[config.mk]
export PLATFORM = sky130hd
export DESIGN_NAME = sgc_regs
export DESIGN_NICKNAME = d
export VERILOG_FILES = /design/src/logic/sgc_pkg.sv /design/src/logic/sgc_regs.sv
export SDC_FILE = /design/constraint.sdc
export NUM_CORES = 1
export LEC_CHECK = 0
export ABC_AREA = 1
export BUFFER_PORTS_ARGS = -buffer_cell sky130_fd_sc_hd__buf_2
export CAP_MARGIN = 15
export CORE_MARGIN = 2
export CORE_UTILIZATION = 48
export CTS_CLUSTER_DIAMETER = 120
export DETAILED_ROUTE_END_ITERATION = 16
export PLACE_DENSITY = 0.86
export SYNTH_ARGS = -nofsm -noshare
export SYNTH_HDL_FRONTEND = slang
export SYNTH_SLANG_ARGS = --single-unit
[constraint.sdc]
create_clock -name mclk_in -period 3.6 [get_ports mclk_in]
set_clock_uncertainty 0.15 [all_clocks]
set_input_delay 0.36 -clock mclk_in [delete_from_list [all_inputs] [get_ports mclk_in]]
set_output_delay 0.36 -clock mclk_in [all_outputs]
set_load 0.05 [all_outputs]
[src/logic/sgc_pkg.sv]
// Purpose: constants for the switch global control register bank
// Assumes: avalon-mm word addressing is done by byte address, one word per register
// Notes: register indices are multiplied by four to give byte addresses
package sgc_pkg;
  localparam int unsigned ADDR_W = 4;
  localparam logic [ADDR_W-1:0] GC1_INDEX = 4'h3;
  localparam logic [ADDR_W-1:0] GC2_INDEX = 4'h4;
  localparam int unsigned AVL_ADDR_W = ADDR_W + 2;
  localparam logic [AVL_ADDR_W-1:0] GC1_ADDR = {GC1_INDEX, 2'b00};
  localparam logic [AVL_ADDR_W-1:0] GC2_ADDR = {GC2_INDEX, 2'b00};
  // global control one fields
  localparam int unsigned GC1_PASS_ALL_BIT = 7;
  localparam int unsigned GC1_RSVD_BIT = 6;
  localparam int unsigned GC1_TX_FC_BIT = 5;
  localparam int unsigned GC1_RX_FC_BIT = 4;
  localparam int unsigned GC1_LEN_CHECK_BIT = 3;
  localparam int unsigned GC1_AGING_BIT = 2;
  localparam int unsigned GC1_FAST_AGE_BIT = 1;
  localparam int unsigned GC1_AGGR_BACKOFF_BIT = 0;
  // global control two fields
  localparam int unsigned GC2_VLAN_DISCARD_BIT = 7;
  localparam int unsigned GC2_MCAST_STORM_DIS_BIT = 6;
  localparam int unsigned GC2_BP_MODE_BIT = 5;
  localparam int unsigned GC2_FAIR_MODE_BIT = 4;
  localparam int unsigned GC2_NO_EXC_COLL_BIT = 3;
  localparam int unsigned GC2_HUGE_PKT_BIT = 2;
  localparam int unsigned GC2_LEGAL_SIZE_BIT = 1;
  localparam int unsigned GC2_PRIO_RESERVE_BIT = 0;
  // reset values; strap bits are zero here and loaded after reset release
  localparam logic [7:0] GC1_RESET = 8'h30;
  localparam logic [7:0] GC2_RESET = 8'hf1;
  // frame policing figures; sizes in bytes, collision limit and buffer reserve as counts
  localparam logic [10:0] LEN_TYPE_LIMIT = 11'h5dc;
  localparam logic [10:0] SIZE_HUGE = 11'h77c;
  localparam logic [10:0] SIZE_RELAXED = 11'h600;
  localparam logic [10:0] SIZE_TAGGED = 11'h5f2;
  localparam logic [10:0] SIZE_UNTAGGED = 11'h5ee;
  localparam logic [4:0] EXC_COLL_LIMIT = 5'h10;
  localparam logic [5:0] PRIO_BUFFERS = 6'h30;
  // aging timing
  localparam int unsigned CLK_MHZ = 20;
  localparam int unsigned FAST_AGE_US = 800;
  localparam int unsigned FAST_AGE_CYCLES = FAST_AGE_US * CLK_MHZ;
endpackage : sgc_pkg

[src/logic/sgc_regs.sv]
// Purpose: two global control registers of a three-port switch, avalon-mm slave
// Assumes: 20 MHz mclk_in; straps are static pins, synchronised before use
// Notes: decoded controls drive the fabric, mac and phy logic outside this block
// Notes on behaviour
// pass-all bit forwards every frame, errored too, but only in sniffer mode
// transmit flow control bit cleared means no pause frame is ever generated
// receive flow control bit cleared means received pause frames are ignored
// length check drops frames with length field below 1500 not matching size
// aging runs only while aging enable is set; clearing it stops aging
// aging enable resets to the inverse of the aging strap pin level
// fast-age bit switches aging to the 800 us fast period
// aggressive back-off bit selects the non-standard half-duplex back-off
// mismatch discard set blocks all vlan crossing; cleared lets known unicast cross
// software keeps mismatch discard set while port mirroring is in use
// storm disable bit limits storm control to broadcast; cleared adds DA[40]
// back-pressure mode set is carrier-sense based, cleared is collision based
// fair mode may drop frames from the non-flow-controlling port
// fair mode cleared flow-controls the flow-controlling port instead
// excessive collision bit cleared drops after 16 collisions, set retries forever
// huge packet bit accepts up to 1916 bytes and overrides the size check
// size check cleared allows 1536 bytes; set allows 1522 tagged, 1518 untagged
// legal-size check bit resets to the level of the size strap pin
// priority reserve with multiple queues keeps 48 buffers for queues 3 to 1
// software leaves reserved bit 6 of global control one at zero
// control bits read back as written; strap bits may be overwritten
`timescale 1ns/1ps
module sgc_regs (
  input wire logic mclk_in, // system clock, 20 MHz
  input wire logic rst_n_in, // asynchronous reset, active low
  input wire logic [5:0] avs_address_in, // byte address
  input wire logic avs_read_in, // read request
  input wire logic avs_write_in, // write request
  input wire logic [31:0] avs_writedata_in, // write data, low byte used
  input wire logic [3:0] avs_byteenable_in, // byte enables
  output logic [31:0] avs_readdata_out, // read data
  output logic avs_waitrequest_out, // high until the access is answered
  input wire logic aging_default_strap_pin_in, // aging strap, pulled down
  input wire logic size_check_strap_pin_in, // size strap
  input wire logic multi_queue_on_in, // multiple queue feature active
  input wire logic sniffer_mode_in, // sniffer mode active
  output logic pass_all_frames_out, // forward errored frames too
  output logic tx_pause_enable_out, // may generate pause frames
  output logic rx_pause_enable_out, // obeys received pause frames
  output logic length_check_out, // police length field
  output logic aging_enable_out, // aging runs
  output logic fast_age_out, // fast aging period selected
  output logic [14:0] age_period_cycles_out, // fast age period in cycles, 0 when normal
  output logic aggressive_backoff_out, // non-standard back-off
  output logic vlan_strict_out, // no vlan crossing at all
  output logic storm_include_mcast_out, // storm control also covers DA[40]
  output logic bp_carrier_sense_out, // carrier-sense back pressure
  output logic fair_mode_out, // drop from non-flow-controlling port
  output logic drop_on_excess_coll_out, // drop after collision limit
  output logic [4:0] excess_coll_limit_out, // collision count that drops
  output logic [10:0] max_size_tagged_out, // largest tagged frame accepted
  output logic [10:0] max_size_untagged_out, // largest untagged frame accepted
  output logic [5:0] prio_reserved_buffers_out // buffers held for queues 3 to 1
);

  ////////////////////////////////////////////////////////////////////////////
  typedef enum logic [1:0] {SGC_IDLE, SGC_ANSWER} sgc_bus_t;

  typedef struct packed {
    sgc_bus_t bus;
    logic [2:0] strap_loaded;
    logic [1:0] aging_sync;
    logic [1:0] size_sync;
    logic [7:0] gc1;
    logic [7:0] gc2;
    logic [31:0] rdata;
    logic waitreq;
    logic pass_all;
    logic tx_fc;
    logic rx_fc;
    logic len_check;
    logic aging;
    logic fast_age;
    logic [14:0] age_period;
    logic aggr;
    logic vlan_strict;
    logic storm_mcast;
    logic bp_cs;
    logic fair;
    logic drop_coll;
    logic [4:0] coll_limit;
    logic [10:0] max_tag;
    logic [10:0] max_untag;
    logic [5:0] prio_buf;
  } sgc_state_t;

  localparam sgc_state_t SGC_RESET_STATE = '{
    bus: SGC_IDLE,
    strap_loaded: 3'h0,
    aging_sync: 2'h0,
    size_sync: 2'h0,
    gc1: sgc_pkg::GC1_RESET,
    gc2: sgc_pkg::GC2_RESET,
    rdata: 32'h0000_0000,
    waitreq: 1'b1,
    pass_all: 1'b0,
    tx_fc: 1'b0,
    rx_fc: 1'b0,
    len_check: 1'b0,
    aging: 1'b0,
    fast_age: 1'b0,
    age_period: 15'h0000,
    aggr: 1'b0,
    vlan_strict: 1'b0,
    storm_mcast: 1'b0,
    bp_cs: 1'b0,
    fair: 1'b0,
    drop_coll: 1'b0,
    coll_limit: 5'h00,
    max_tag: 11'h000,
    max_untag: 11'h000,
    prio_buf: 6'h00
  };

  sgc_state_t state_reg;
  sgc_state_t state_next;

  // unmapped addresses read zero and ignore writes
  function automatic logic [1:0] sgc_decode(input logic [5:0] addr);
    sgc_decode = {addr == sgc_pkg::GC2_ADDR, addr == sgc_pkg::GC1_ADDR};
  endfunction : sgc_decode

  ////////////////////////////////////////////////////////////////////////////
  always_comb begin
    logic [1:0] hit;
    logic [7:0] wr;
    logic [7:0] g1;
    logic [7:0] g2;
    hit = sgc_decode(avs_address_in);
    wr = avs_writedata_in[7:0];
    g1 = state_reg.gc1;
    g2 = state_reg.gc2;
    state_next = state_reg;
    // straps pass two flops before use
    state_next.aging_sync = {state_reg.aging_sync[0], aging_default_strap_pin_in};
    state_next.size_sync = {state_reg.size_sync[0], size_check_strap_pin_in};
    state_next.strap_loaded = {state_reg.strap_loaded[1:0], 1'b1};
    // third edge after release: only now does the second sync flop hold the pin level
    if (state_reg.strap_loaded == 3'b011) begin
      state_next.gc1[sgc_pkg::GC1_AGING_BIT] = ~state_reg.aging_sync[1];
      state_next.gc2[sgc_pkg::GC2_LEGAL_SIZE_BIT] = state_reg.size_sync[1];
    end
    // one wait cycle: the access answers on the second edge it is held
    state_next.waitreq = 1'b1;
    unique case (state_reg.bus)
      SGC_IDLE: begin
        if (avs_read_in || avs_write_in) begin
          state_next.bus = SGC_ANSWER;
          state_next.waitreq = 1'b0;
          state_next.rdata = 32'h0000_0000;
          if (avs_read_in) begin
            state_next.rdata[7:0] = (hit[0] ? state_reg.gc1 : 8'h00)
                                  | (hit[1] ? state_reg.gc2 : 8'h00);
          end
        end
      end
      SGC_ANSWER: begin
        state_next.bus = SGC_IDLE;
        // the write lands on the edge where the master sees waitrequest low;
        // it wins over the strap load if both land together
        if (avs_write_in && avs_byteenable_in[0]) begin
          if (hit[0]) begin
            state_next.gc1 = wr;
          end
          if (hit[1]) begin
            state_next.gc2 = wr;
          end
        end
      end
      default: begin
        state_next.bus = SGC_IDLE;
      end
    endcase
    // decoded controls, one cycle behind the register bits
    state_next.pass_all = g1[sgc_pkg::GC1_PASS_ALL_BIT] & sniffer_mode_in;
    state_next.tx_fc = g1[sgc_pkg::GC1_TX_FC_BIT];
    state_next.rx_fc = g1[sgc_pkg::GC1_RX_FC_BIT];
    state_next.len_check = g1[sgc_pkg::GC1_LEN_CHECK_BIT];
    state_next.aging = g1[sgc_pkg::GC1_AGING_BIT];
    state_next.fast_age = g1[sgc_pkg::GC1_AGING_BIT] & g1[sgc_pkg::GC1_FAST_AGE_BIT];
    state_next.age_period = state_next.fast_age ? 15'(sgc_pkg::FAST_AGE_CYCLES) : 15'h0000;
    state_next.aggr = g1[sgc_pkg::GC1_AGGR_BACKOFF_BIT];
    state_next.vlan_strict = g2[sgc_pkg::GC2_VLAN_DISCARD_BIT];
    state_next.storm_mcast = ~g2[sgc_pkg::GC2_MCAST_STORM_DIS_BIT];
    state_next.bp_cs = g2[sgc_pkg::GC2_BP_MODE_BIT];
    state_next.fair = g2[sgc_pkg::GC2_FAIR_MODE_BIT];
    state_next.drop_coll = ~g2[sgc_pkg::GC2_NO_EXC_COLL_BIT];
    state_next.coll_limit = sgc_pkg::EXC_COLL_LIMIT;
    if (g2[sgc_pkg::GC2_HUGE_PKT_BIT]) begin
      state_next.max_tag = sgc_pkg::SIZE_HUGE;
      state_next.max_untag = sgc_pkg::SIZE_HUGE;
    end else if (g2[sgc_pkg::GC2_LEGAL_SIZE_BIT]) begin
      state_next.max_tag = sgc_pkg::SIZE_TAGGED;
      state_next.max_untag = sgc_pkg::SIZE_UNTAGGED;
    end else begin
      state_next.max_tag = sgc_pkg::SIZE_RELAXED;
      state_next.max_untag = sgc_pkg::SIZE_RELAXED;
    end
    // reserve only matters with several queues; otherwise no buffers are held back
    state_next.prio_buf = (g2[sgc_pkg::GC2_PRIO_RESERVE_BIT] && multi_queue_on_in) ?
                          sgc_pkg::PRIO_BUFFERS : 6'h00;
  end

  always_ff @(posedge mclk_in or negedge rst_n_in) begin
    if (!rst_n_in) begin
      state_reg <= SGC_RESET_STATE;
    end else begin
      state_reg <= state_next;
    end
  end

  ////////////////////////////////////////////////////////////////////////////
  assign avs_readdata_out = state_reg.rdata;
  assign avs_waitrequest_out = state_reg.waitreq;
  assign pass_all_frames_out = state_reg.pass_all;
  assign tx_pause_enable_out = state_reg.tx_fc;
  assign rx_pause_enable_out = state_reg.rx_fc;
  assign length_check_out = state_reg.len_check;
  assign aging_enable_out = state_reg.aging;
  assign fast_age_out = state_reg.fast_age;
  assign age_period_cycles_out = state_reg.age_period;
  assign aggressive_backoff_out = state_reg.aggr;
  assign vlan_strict_out = state_reg.vlan_strict;
  assign storm_include_mcast_out = state_reg.storm_mcast;
  assign bp_carrier_sense_out = state_reg.bp_cs;
  assign fair_mode_out = state_reg.fair;
  assign drop_on_excess_coll_out = state_reg.drop_coll;
  assign excess_coll_limit_out = state_reg.coll_limit;
  assign max_size_tagged_out = state_reg.max_tag;
  assign max_size_untagged_out = state_reg.max_untag;
  assign prio_reserved_buffers_out = state_reg.prio_buf;

endmodule : sgc_regs

Word-level counts from Yosys, hierarchy flattened
Index checks and enable logic that the tools add are counted.

word-level totals
  flip-flop bits (word level) = 89
  latch bits = 0
  bits in writable memories = 0
  ROM bits = 0
  word-level logic and storage cells = 62
  memories kept = 0

operators by class
  $add $sub $neg = 0
  $mul = 0
  divide/modulo/power cells = 0
  $lt $le $gt $ge = 0
  eq/ne operators = 5
  shift operators = 0
  mux-type cells = 17
  bitwise operators = 6
  reduce and logical (&&, ||, !) cells = 7

operators with widths
  operator            number
  $mux 21             2
  $mux 8              4
  $mux 11             2
  $mux 14             1
  $or 8x8->8          1
  $eq 6x4->1 const B  1
  $eq 6x5->1 const B  1
  $mux 6              1
  $reduce_and 3->1    2
  $mux 1              4
  $mux 2              2
  $eq 3x2->1 const B  1
  $mux 3              1
  $not 1->1           3
  $and 1x1->1         2
  $eq 2x1->1 const B  1
  $logic_and 1x1->1   2
  $logic_not 2->1     1
  $ne 2x2->1 const B  1
  $reduce_and 2->1    1
  $logic_or 1x1->1    1

Depth between registers and ports, before layout
Gate-level depths: netlist of the first run.

  depth after elaboration = 5
  gate-level depth with buffers = 6

Least setup slack after synthesis of the first run
No wires, ideal clock.

  kind = register to output
  start point = register, netlist name age_period_cycles_out[12]
  end point = output age_period_cycles_out[10]
  data arrival time = 978 ps
  required time = 3090 ps
  setup slack = 2112 ps
  cell stages (with the launch flop) = 2
  path through = dfrtp_1 > buf_4

RTL lines
  what           RTL line        RTL
  end, declared  sgc_regs.sv:47  output logic [14:0] age_period_cycles_out,

Worst setup path in the final report of the first run
  start point = register state_reg (netlist bit avs_waitrequest_out)
  end point = output avs_waitrequest_out

RTL lines
  what                    RTL line         RTL
  start, declared         sgc_regs.sv:119  sgc_state_t state_reg;
  start signal, assigned  sgc_regs.sv:212  state_reg <= state_next;
  end, declared           sgc_regs.sv:36   output logic avs_waitrequest_out,

No word-level cell between the ends.

==> flow_summary_export.csv, run 1 <==
group,metric,value,unit
logic_synthesis,syn_avg_cell_area,9.649,um2
sta,final.period_utilization,43.55,%
placed_design,portBuffers,72,
sta,rsz0062_at_grt,"no",
detailed_routing,avgViaCountPerCell,4.251,
floorplanning,pin_count,143,
global_routing,grt_pass1_vias,1491,
worst_hold_path,hold_start,"size_check_strap_pin_in",
sta,finalSetupTns,0,ns
power_and_ir_drop,p_per_area,491.7,nW/um2
global_routing,grt_overflow,0,
cts,cts_tree,"built",
worst_hold_path,hold_end,"state_next[110]",
setup_path,crit_chain,"buf_2",
cts,clkTransAtPathRegs,0.08,ns
cts,htreeDepth,2,
cts,clockBufferDepth,2,
power_and_ir_drop,irDropWorstVdd,0.0002117,V
detailed_routing,firstDrtPassIters,4,
floorplanning,dieArea,5969,um2
setup_path,cp-end-kind,"output pin",
sta,layout_min_cycle_time,1.568,ns
setup_path,r2r_start,"state_reg[116]",
global_routing,grt_pass1_wl,6817,um
setup_path,reg2reg_slack,2.08,ns
floorplanning,die_x,77.26,um
setup_path,startpoint_type,"register",
finish,mostFrequentLayoutCell,"buf_2",
outcome,outcome,"finished, final reports clean",
cts,cts_buffers,5,
sta,worstMarginPinSlew,0.6636,ns
flow_run,drv_cap,0,
cts,post_cts_resized,0,
setup_path,crit_type,"register to output pin",
setup_path,crit_arrival,1.06,ns
setup_path,r2r_cells,5,
logic_synthesis,ys_seq_area_share,48.96,%
cts,cts_root_buf,"clkbuf_8",
global_routing,grt_max_degree,51,
sta,slew_violations,0,
setup_path,cp_num_buf_inv,1,
logic_synthesis,syn-instance-count,267,
sta,hold_viol_final,0,
placed_design,gp_congestion,0.7671,
finish,drive_gt1_share,34.63,%
detailed_routing,wl_per_cell,10.89,um
worst_hold_path,whs_path_depth,1,
power_and_ir_drop,power,1.323,mW
detailed_routing,initialDrtViolationCount,51,
placed_design,dp_hpwl,3164,um
global_routing,grtUsageTotal,14.14,%
detailed_routing,drc,0,
floorplanning,rows,26,
global_routing,antenna_found_initial,0,
floorplanning,start_util,50.12,%
cts,clk_latency,0.30,ns
floorplanning,core_area,5140,um2
finish,syn_to_final_growth,4.468,%
setup_path,slowest_delay,0.52,ns
logic_synthesis,ys_types,22,
setup_path,path_delay_family,"flip-flops",
setup_path,crit_slowest_cell,"dfstp_2",
logic_synthesis,ys_warn_count,0,
finish,insertedDiodeCount,0,
worst_hold_path,hold_path.class,"input port to register",
sta,setup_violations,0,
power_and_ir_drop,leakage,1.585,nW
finish,final_cell_mix,"buf_2 (72), nand2_1 (61), conb_1 (44)",
detailed_routing,drtAntennaViolNets,0,
logic_synthesis,synth_area,2576,um2
setup_path,crit_path_max_fanout,1,
sta,fmax,637.9,MHz
detailed_routing,totalWireLength,4129,um
setup_path,required,3.09,ns
detailed_routing,via_count,1611,
sta,hold_ws,0.01406,ns
logic_synthesis,yosys_register_bits,50,
cts,cts.sinks,50,
floorplanning,die_h,77.26,um
setup_path,r2r-end,"state_reg[95]",
sta,timing.max_slew.rel_slack,55.67,%
finish,nNetsFinal,358,
metrics by stage:
step | utilization (%) | area (um2) | instances | worst slack, ns
2_1_floorplan | - | 2734 | 309 | 2.112
3_3_place_gp | 49.81 | 2560 | 368 | 1.772
3_5_place_dp | 49.81 | 2560 | 368 | 1.722
4_1_cts | 51.58 | 2651 | 376 | 2.028
5_1_grt | 52.36 | 2691 | 379 | 1.920
6_report | 52.36 | 2691 | 379 | 2.032
cell usage after synthesis:
cell type	instances	area share, %
inv_1	21	3.1
buf_4	80	23
buf_6	1	0.44
nand2_1	61	8.9
nand2_2	2	0.49
dfstp_2	8	8.2
nand3_1	1	0.19
buf_2	2	0.39
nand3_2	1	0.39
dfrtp_1	42	41
o21bai_1	1	0.29
nor3_4	1	0.63
nor2_8	1	0.78
nor2_4	3	1.3
o21ai_0	2	0.39
inv_2	1	0.15
nor2_1	3	0.44
or2_2	1	0.24
conb_1	2	0.29
nand4_4	1	0.83
nand4_1	24	5.8
o21ai_2	8	2.7
metal layers:
metal / wire length [um] / track usage (%)
met4: 47 / 4.286
met1: 1638 / 16.72
met5: 0 / 0
met3: 289 / 4.000
met2: 2153 / 24.87
worst max-delay path by stage:
stage                                          from                   endpoint  slack, ns  cells past startpoint
after floorplan           age_period_cycles_out[12]  age_period_cycles_out[10]       2.11                      1
after global placement            avs_address_in[1]              state_reg[94]       1.77                      5
after detailed placement          avs_address_in[1]              state_reg[95]       1.72                      5
after CTS                       avs_waitrequest_out        avs_waitrequest_out       2.03                      1
after global routing              avs_address_in[1]              state_reg[94]       1.92                      5
final                           avs_waitrequest_out        avs_waitrequest_out       2.03                      1
power by group:
part	switching [mW]	total, mW	internal (mW)
clock	0.170	0.325	0.155
combinational	0.324	0.381	0.0571
sequential	0.0211	0.617	0.596
total	0.515	1.32	0.809
final cells by class:
type | count | area [um2]
Multi-Input combinational cell | 154 | 768.2
Clock buffer | 7 | 86.33
Sequential cell | 50 | 1261
Timing Repair Buffer | 75 | 400.4
Fill cell | 487 | 2449
Tap cell | 70 | 87.58
Inverter | 22 | 82.58
Clock inverter | 1 | 5.005
what timing repair did:
| item | 4_1_cts | 5_1_grt |
|---|---|---|
| hold endpoints to repair | 0 | 12 |
| setup buffers | 0 | 0 |
| hold buffers | 0 | 2 |
cell families after synthesis:
kind of cell / share of synthesized area (%)
buffers and inverters: 27.34
AND/OR/NAND/NOR: 20.01
flip-flops: 48.96
AO/OA/AOI/OAI: 3.400
other: 0.2915
(Power assumes the default switching activity.)
==> run 2, diff against run 1 <==
--- a/config.mk
+++ b/config.mk
@@ -9,10 +9,10 @@
 export BUFFER_PORTS_ARGS = -buffer_cell sky130_fd_sc_hd__buf_2
 export CAP_MARGIN = 15
 export CORE_MARGIN = 2
-export CORE_UTILIZATION = 48
+export CORE_UTILIZATION = 44
 export CTS_CLUSTER_DIAMETER = 120
 export DETAILED_ROUTE_END_ITERATION = 16
-export PLACE_DENSITY = 0.86
+export PLACE_DENSITY = 0.79
 export SYNTH_ARGS = -nofsm -noshare
 export SYNTH_HDL_FRONTEND = slang
 export SYNTH_SLANG_ARGS = --single-unit
==> constraint.sdc (replaced) <==
create_clock -name mclk_in -period 1.6 [get_ports mclk_in]
set_clock_uncertainty 0.15 [all_clocks]
set_input_delay 0.16 -clock mclk_in [delete_from_list [all_inputs] [get_ports mclk_in]]
set_output_delay 0.16 -clock mclk_in [all_outputs]
set_load 0.05 [all_outputs]
==> run 2 against run 1 <==
Against the previous run: sequential share of layout area down 2.5 points; global-route usage down 0.11 points; register-to-register slack worse by 1.9 ns; largest power group unchanged; sequential cell count unchanged; sequential power up 130%; cell count up 4.7%; critical path depth up 5; first-iteration DRC count up 45%.
==> flow_summary_export.csv, run 2 (synthesis results as in run 1) <==
group,metric,value,unit
outcome,outcome,"finished, final reports clean",
finish,syn_to_final_growth,10.25,%
setup_path,crit_arrival,1.45,ns
floorplanning,start_util,46.22,%
setup_path,reg2reg_slack,0.19,ns
floorplanning,dieArea,6483,um2
setup_path,slowest_delay,0.37,ns
setup_path,r2r-end,"state_reg[96]",
detailed_routing,drtAntennaViolNets,0,
global_routing,grt_pass1_vias,1578,
setup_path,startpoint_type,"register",
sta,fin_ws,0.1921,ns
setup_path,required,1.64,ns
finish,drive_gt1_share,34.15,%
detailed_routing,totalWireLength,4537,um
setup_path,crit_chain,"nand2_1 > nor2_8 > nand4_4 > buf_4 > nand2_1 > o21ai_2",
placed_design,gp_congestion,0.7709,
setup_path,r2r_cells,6,
floorplanning,die_x,80.52,um
power_and_ir_drop,swShare,38.73,%
sta,layout_min_cycle_time,1.408,ns
placed_design,dp_slack,0.06061,ns
finish,final_area,2840,um2
power_and_ir_drop,irDropWorstVdd,0.0004986,V
global_routing,antenna_found_initial,0,
cts,cts_buffers,5,
cts,cts.sinks,50,
sta,hold_ws,0.02448,ns
finish,mostFrequentLayoutCell,"buf_2",
placed_design,portBuffers,72,
sta,timing.max_slew.rel_slack,57.11,%
cts,cts_tree,"built",
power_and_ir_drop,p_switching,1.166,mW
floorplanning,core_area,5574,um2
power_and_ir_drop,p_int,1.845,mW
setup_path,crit_type,"register to register",
sta,setup_violations,0,
cts,post_cts_resized,0,
placed_design,dpl_cell_area,2605,um2
global_routing,grt_max_degree,51,
finish,nNetsFinal,374,
sta,finalSetupTns,0,ns
flow_run,drv_cap,0,
worst_hold_path,hold_start,"avs_address_in[0]",
worst_hold_path,hold_end,"state_next[58]",
floorplanning,rows,27,
power_and_ir_drop,p_clk_share,24.4,%
detailed_routing,firstDrtPassIters,4,
sta,fmax,710.3,MHz
power_and_ir_drop,power_frac_comb,29.3,%
setup_path,crit_path_max_fanout,10,
detailed_routing,via_count,1713,
sta,final.period_utilization,87.99,%
placed_design,dp_hpwl,3410,um
finish,final_core_util,50.95,%
global_routing,grtUsageTotal,14.03,%
cts,clkTransAtPathRegs,0.08,ns
setup_path,r2r_start,"state_reg[116]",
power_and_ir_drop,seq_power_share,46.2,%
sta,rsz0062_at_grt,"no",
cts,cts_root_buf,"clkbuf_8",
detailed_routing,initialDrtViolationCount,74,
global_routing,grt_overflow,0,
power_and_ir_drop,p_per_area,1060,nW/um2
worst_hold_path,whs_path_depth,4,
sta,hold_viol_final,0,
power_and_ir_drop,leakage,1.653,nW
setup_path,crit_slowest_cell,"dfrtp_1",
detailed_routing,avgViaCountPerCell,4.315,
detailed_routing,wl_per_cell,11.43,um
cts,clockBufferDepth,2,
cts,htreeDepth,2,
sta,worstMarginPinSlew,0.6420,ns
cts,clk_latency,0.30,ns
sta,slew_violations,0,
finish,final_cell_mix,"buf_2 (72), nand2_1 (61), conb_1 (44)",
floorplanning,pin_count,143,
global_routing,grt_pass1_wl,6982,um
setup_path,cp-end-kind,"register",
finish,insertedDiodeCount,0,
floorplanning,die_h,80.52,um
worst_hold_path,hold_path.class,"input port to register",
setup_path,crit_path_frequent_cell,"nand2_1",
detailed_routing,drc,0,
-- run 2: routing by layer --
layer / GRT usage, % / share of wire (%) / vias to the layer above
met4: 6.780 / 2.0 / 0
met3: 4.270 / 7.4 / 9
li1: - / - / 838
met2: 23.83 / 50 / 72
met1: 16.03 / 41 / 794
met5: 0 / 0 / -
-- run 2: power by group through the flow --
stage / sequential, mW / clock [mW] / combinational [mW]
after floorplan: 1.47 / 0 / 0.801
after global placement: 1.41 / 0 / 0.852
after detailed placement: 1.42 / 0 / 0.863
after CTS: 1.39 / 0.753 / 0.887
after global routing: 1.40 / 0.806 / 0.927
final: 1.39 / 0.736 / 0.883
-- run 2: timing repair --
action                                 in CTS  in global routing
buffers inserted                            0                  2
endpoints found under the hold margin      70                  0
setup endpoints to repair                   0                  2
hold buffers                               13                  0
-- run 2: through the flow --
step | power (mW) | instances
floorplan | 2.276 | 309
finish | 3.011 | 397
global route | 3.135 | 397
detailed placement | 2.279 | 374
CTS | 3.033 | 395
global placement | 2.264 | 374
-- run 2: cell type report --
type	count	area (um2)
well taps	72	90.09
fillers	533	2734
multi-input cells	154	768.2
flip-flops and latches	50	1261
clock buffers	8	90.09
repair buffers	91	548.0
inverters	22	82.58
-- run 2: how the worst max path moves through the flow --
stage | from | to | slack (ns)
finish | state_reg[116] | state_reg[96] | 0.19
global route | state_reg[116] | state_reg[96] | 0.12
CTS | state_reg[116] | state_reg[94] | 0.05
detailed placement | state_reg[116] | state_reg[94] | 0.06
global placement | state_reg[116] | state_reg[94] | 0.11
floorplan | age_period_cycles_out[12] | age_period_cycles_out[10] | 0.31
-- run 2: critical path, delay by kind of cell, from the launching register on --
kind,cells,cell delay [ns]
buf+inv,1,0.20
compound gates,1,0.05
simple gates,4,0.52
flops,1,0.37
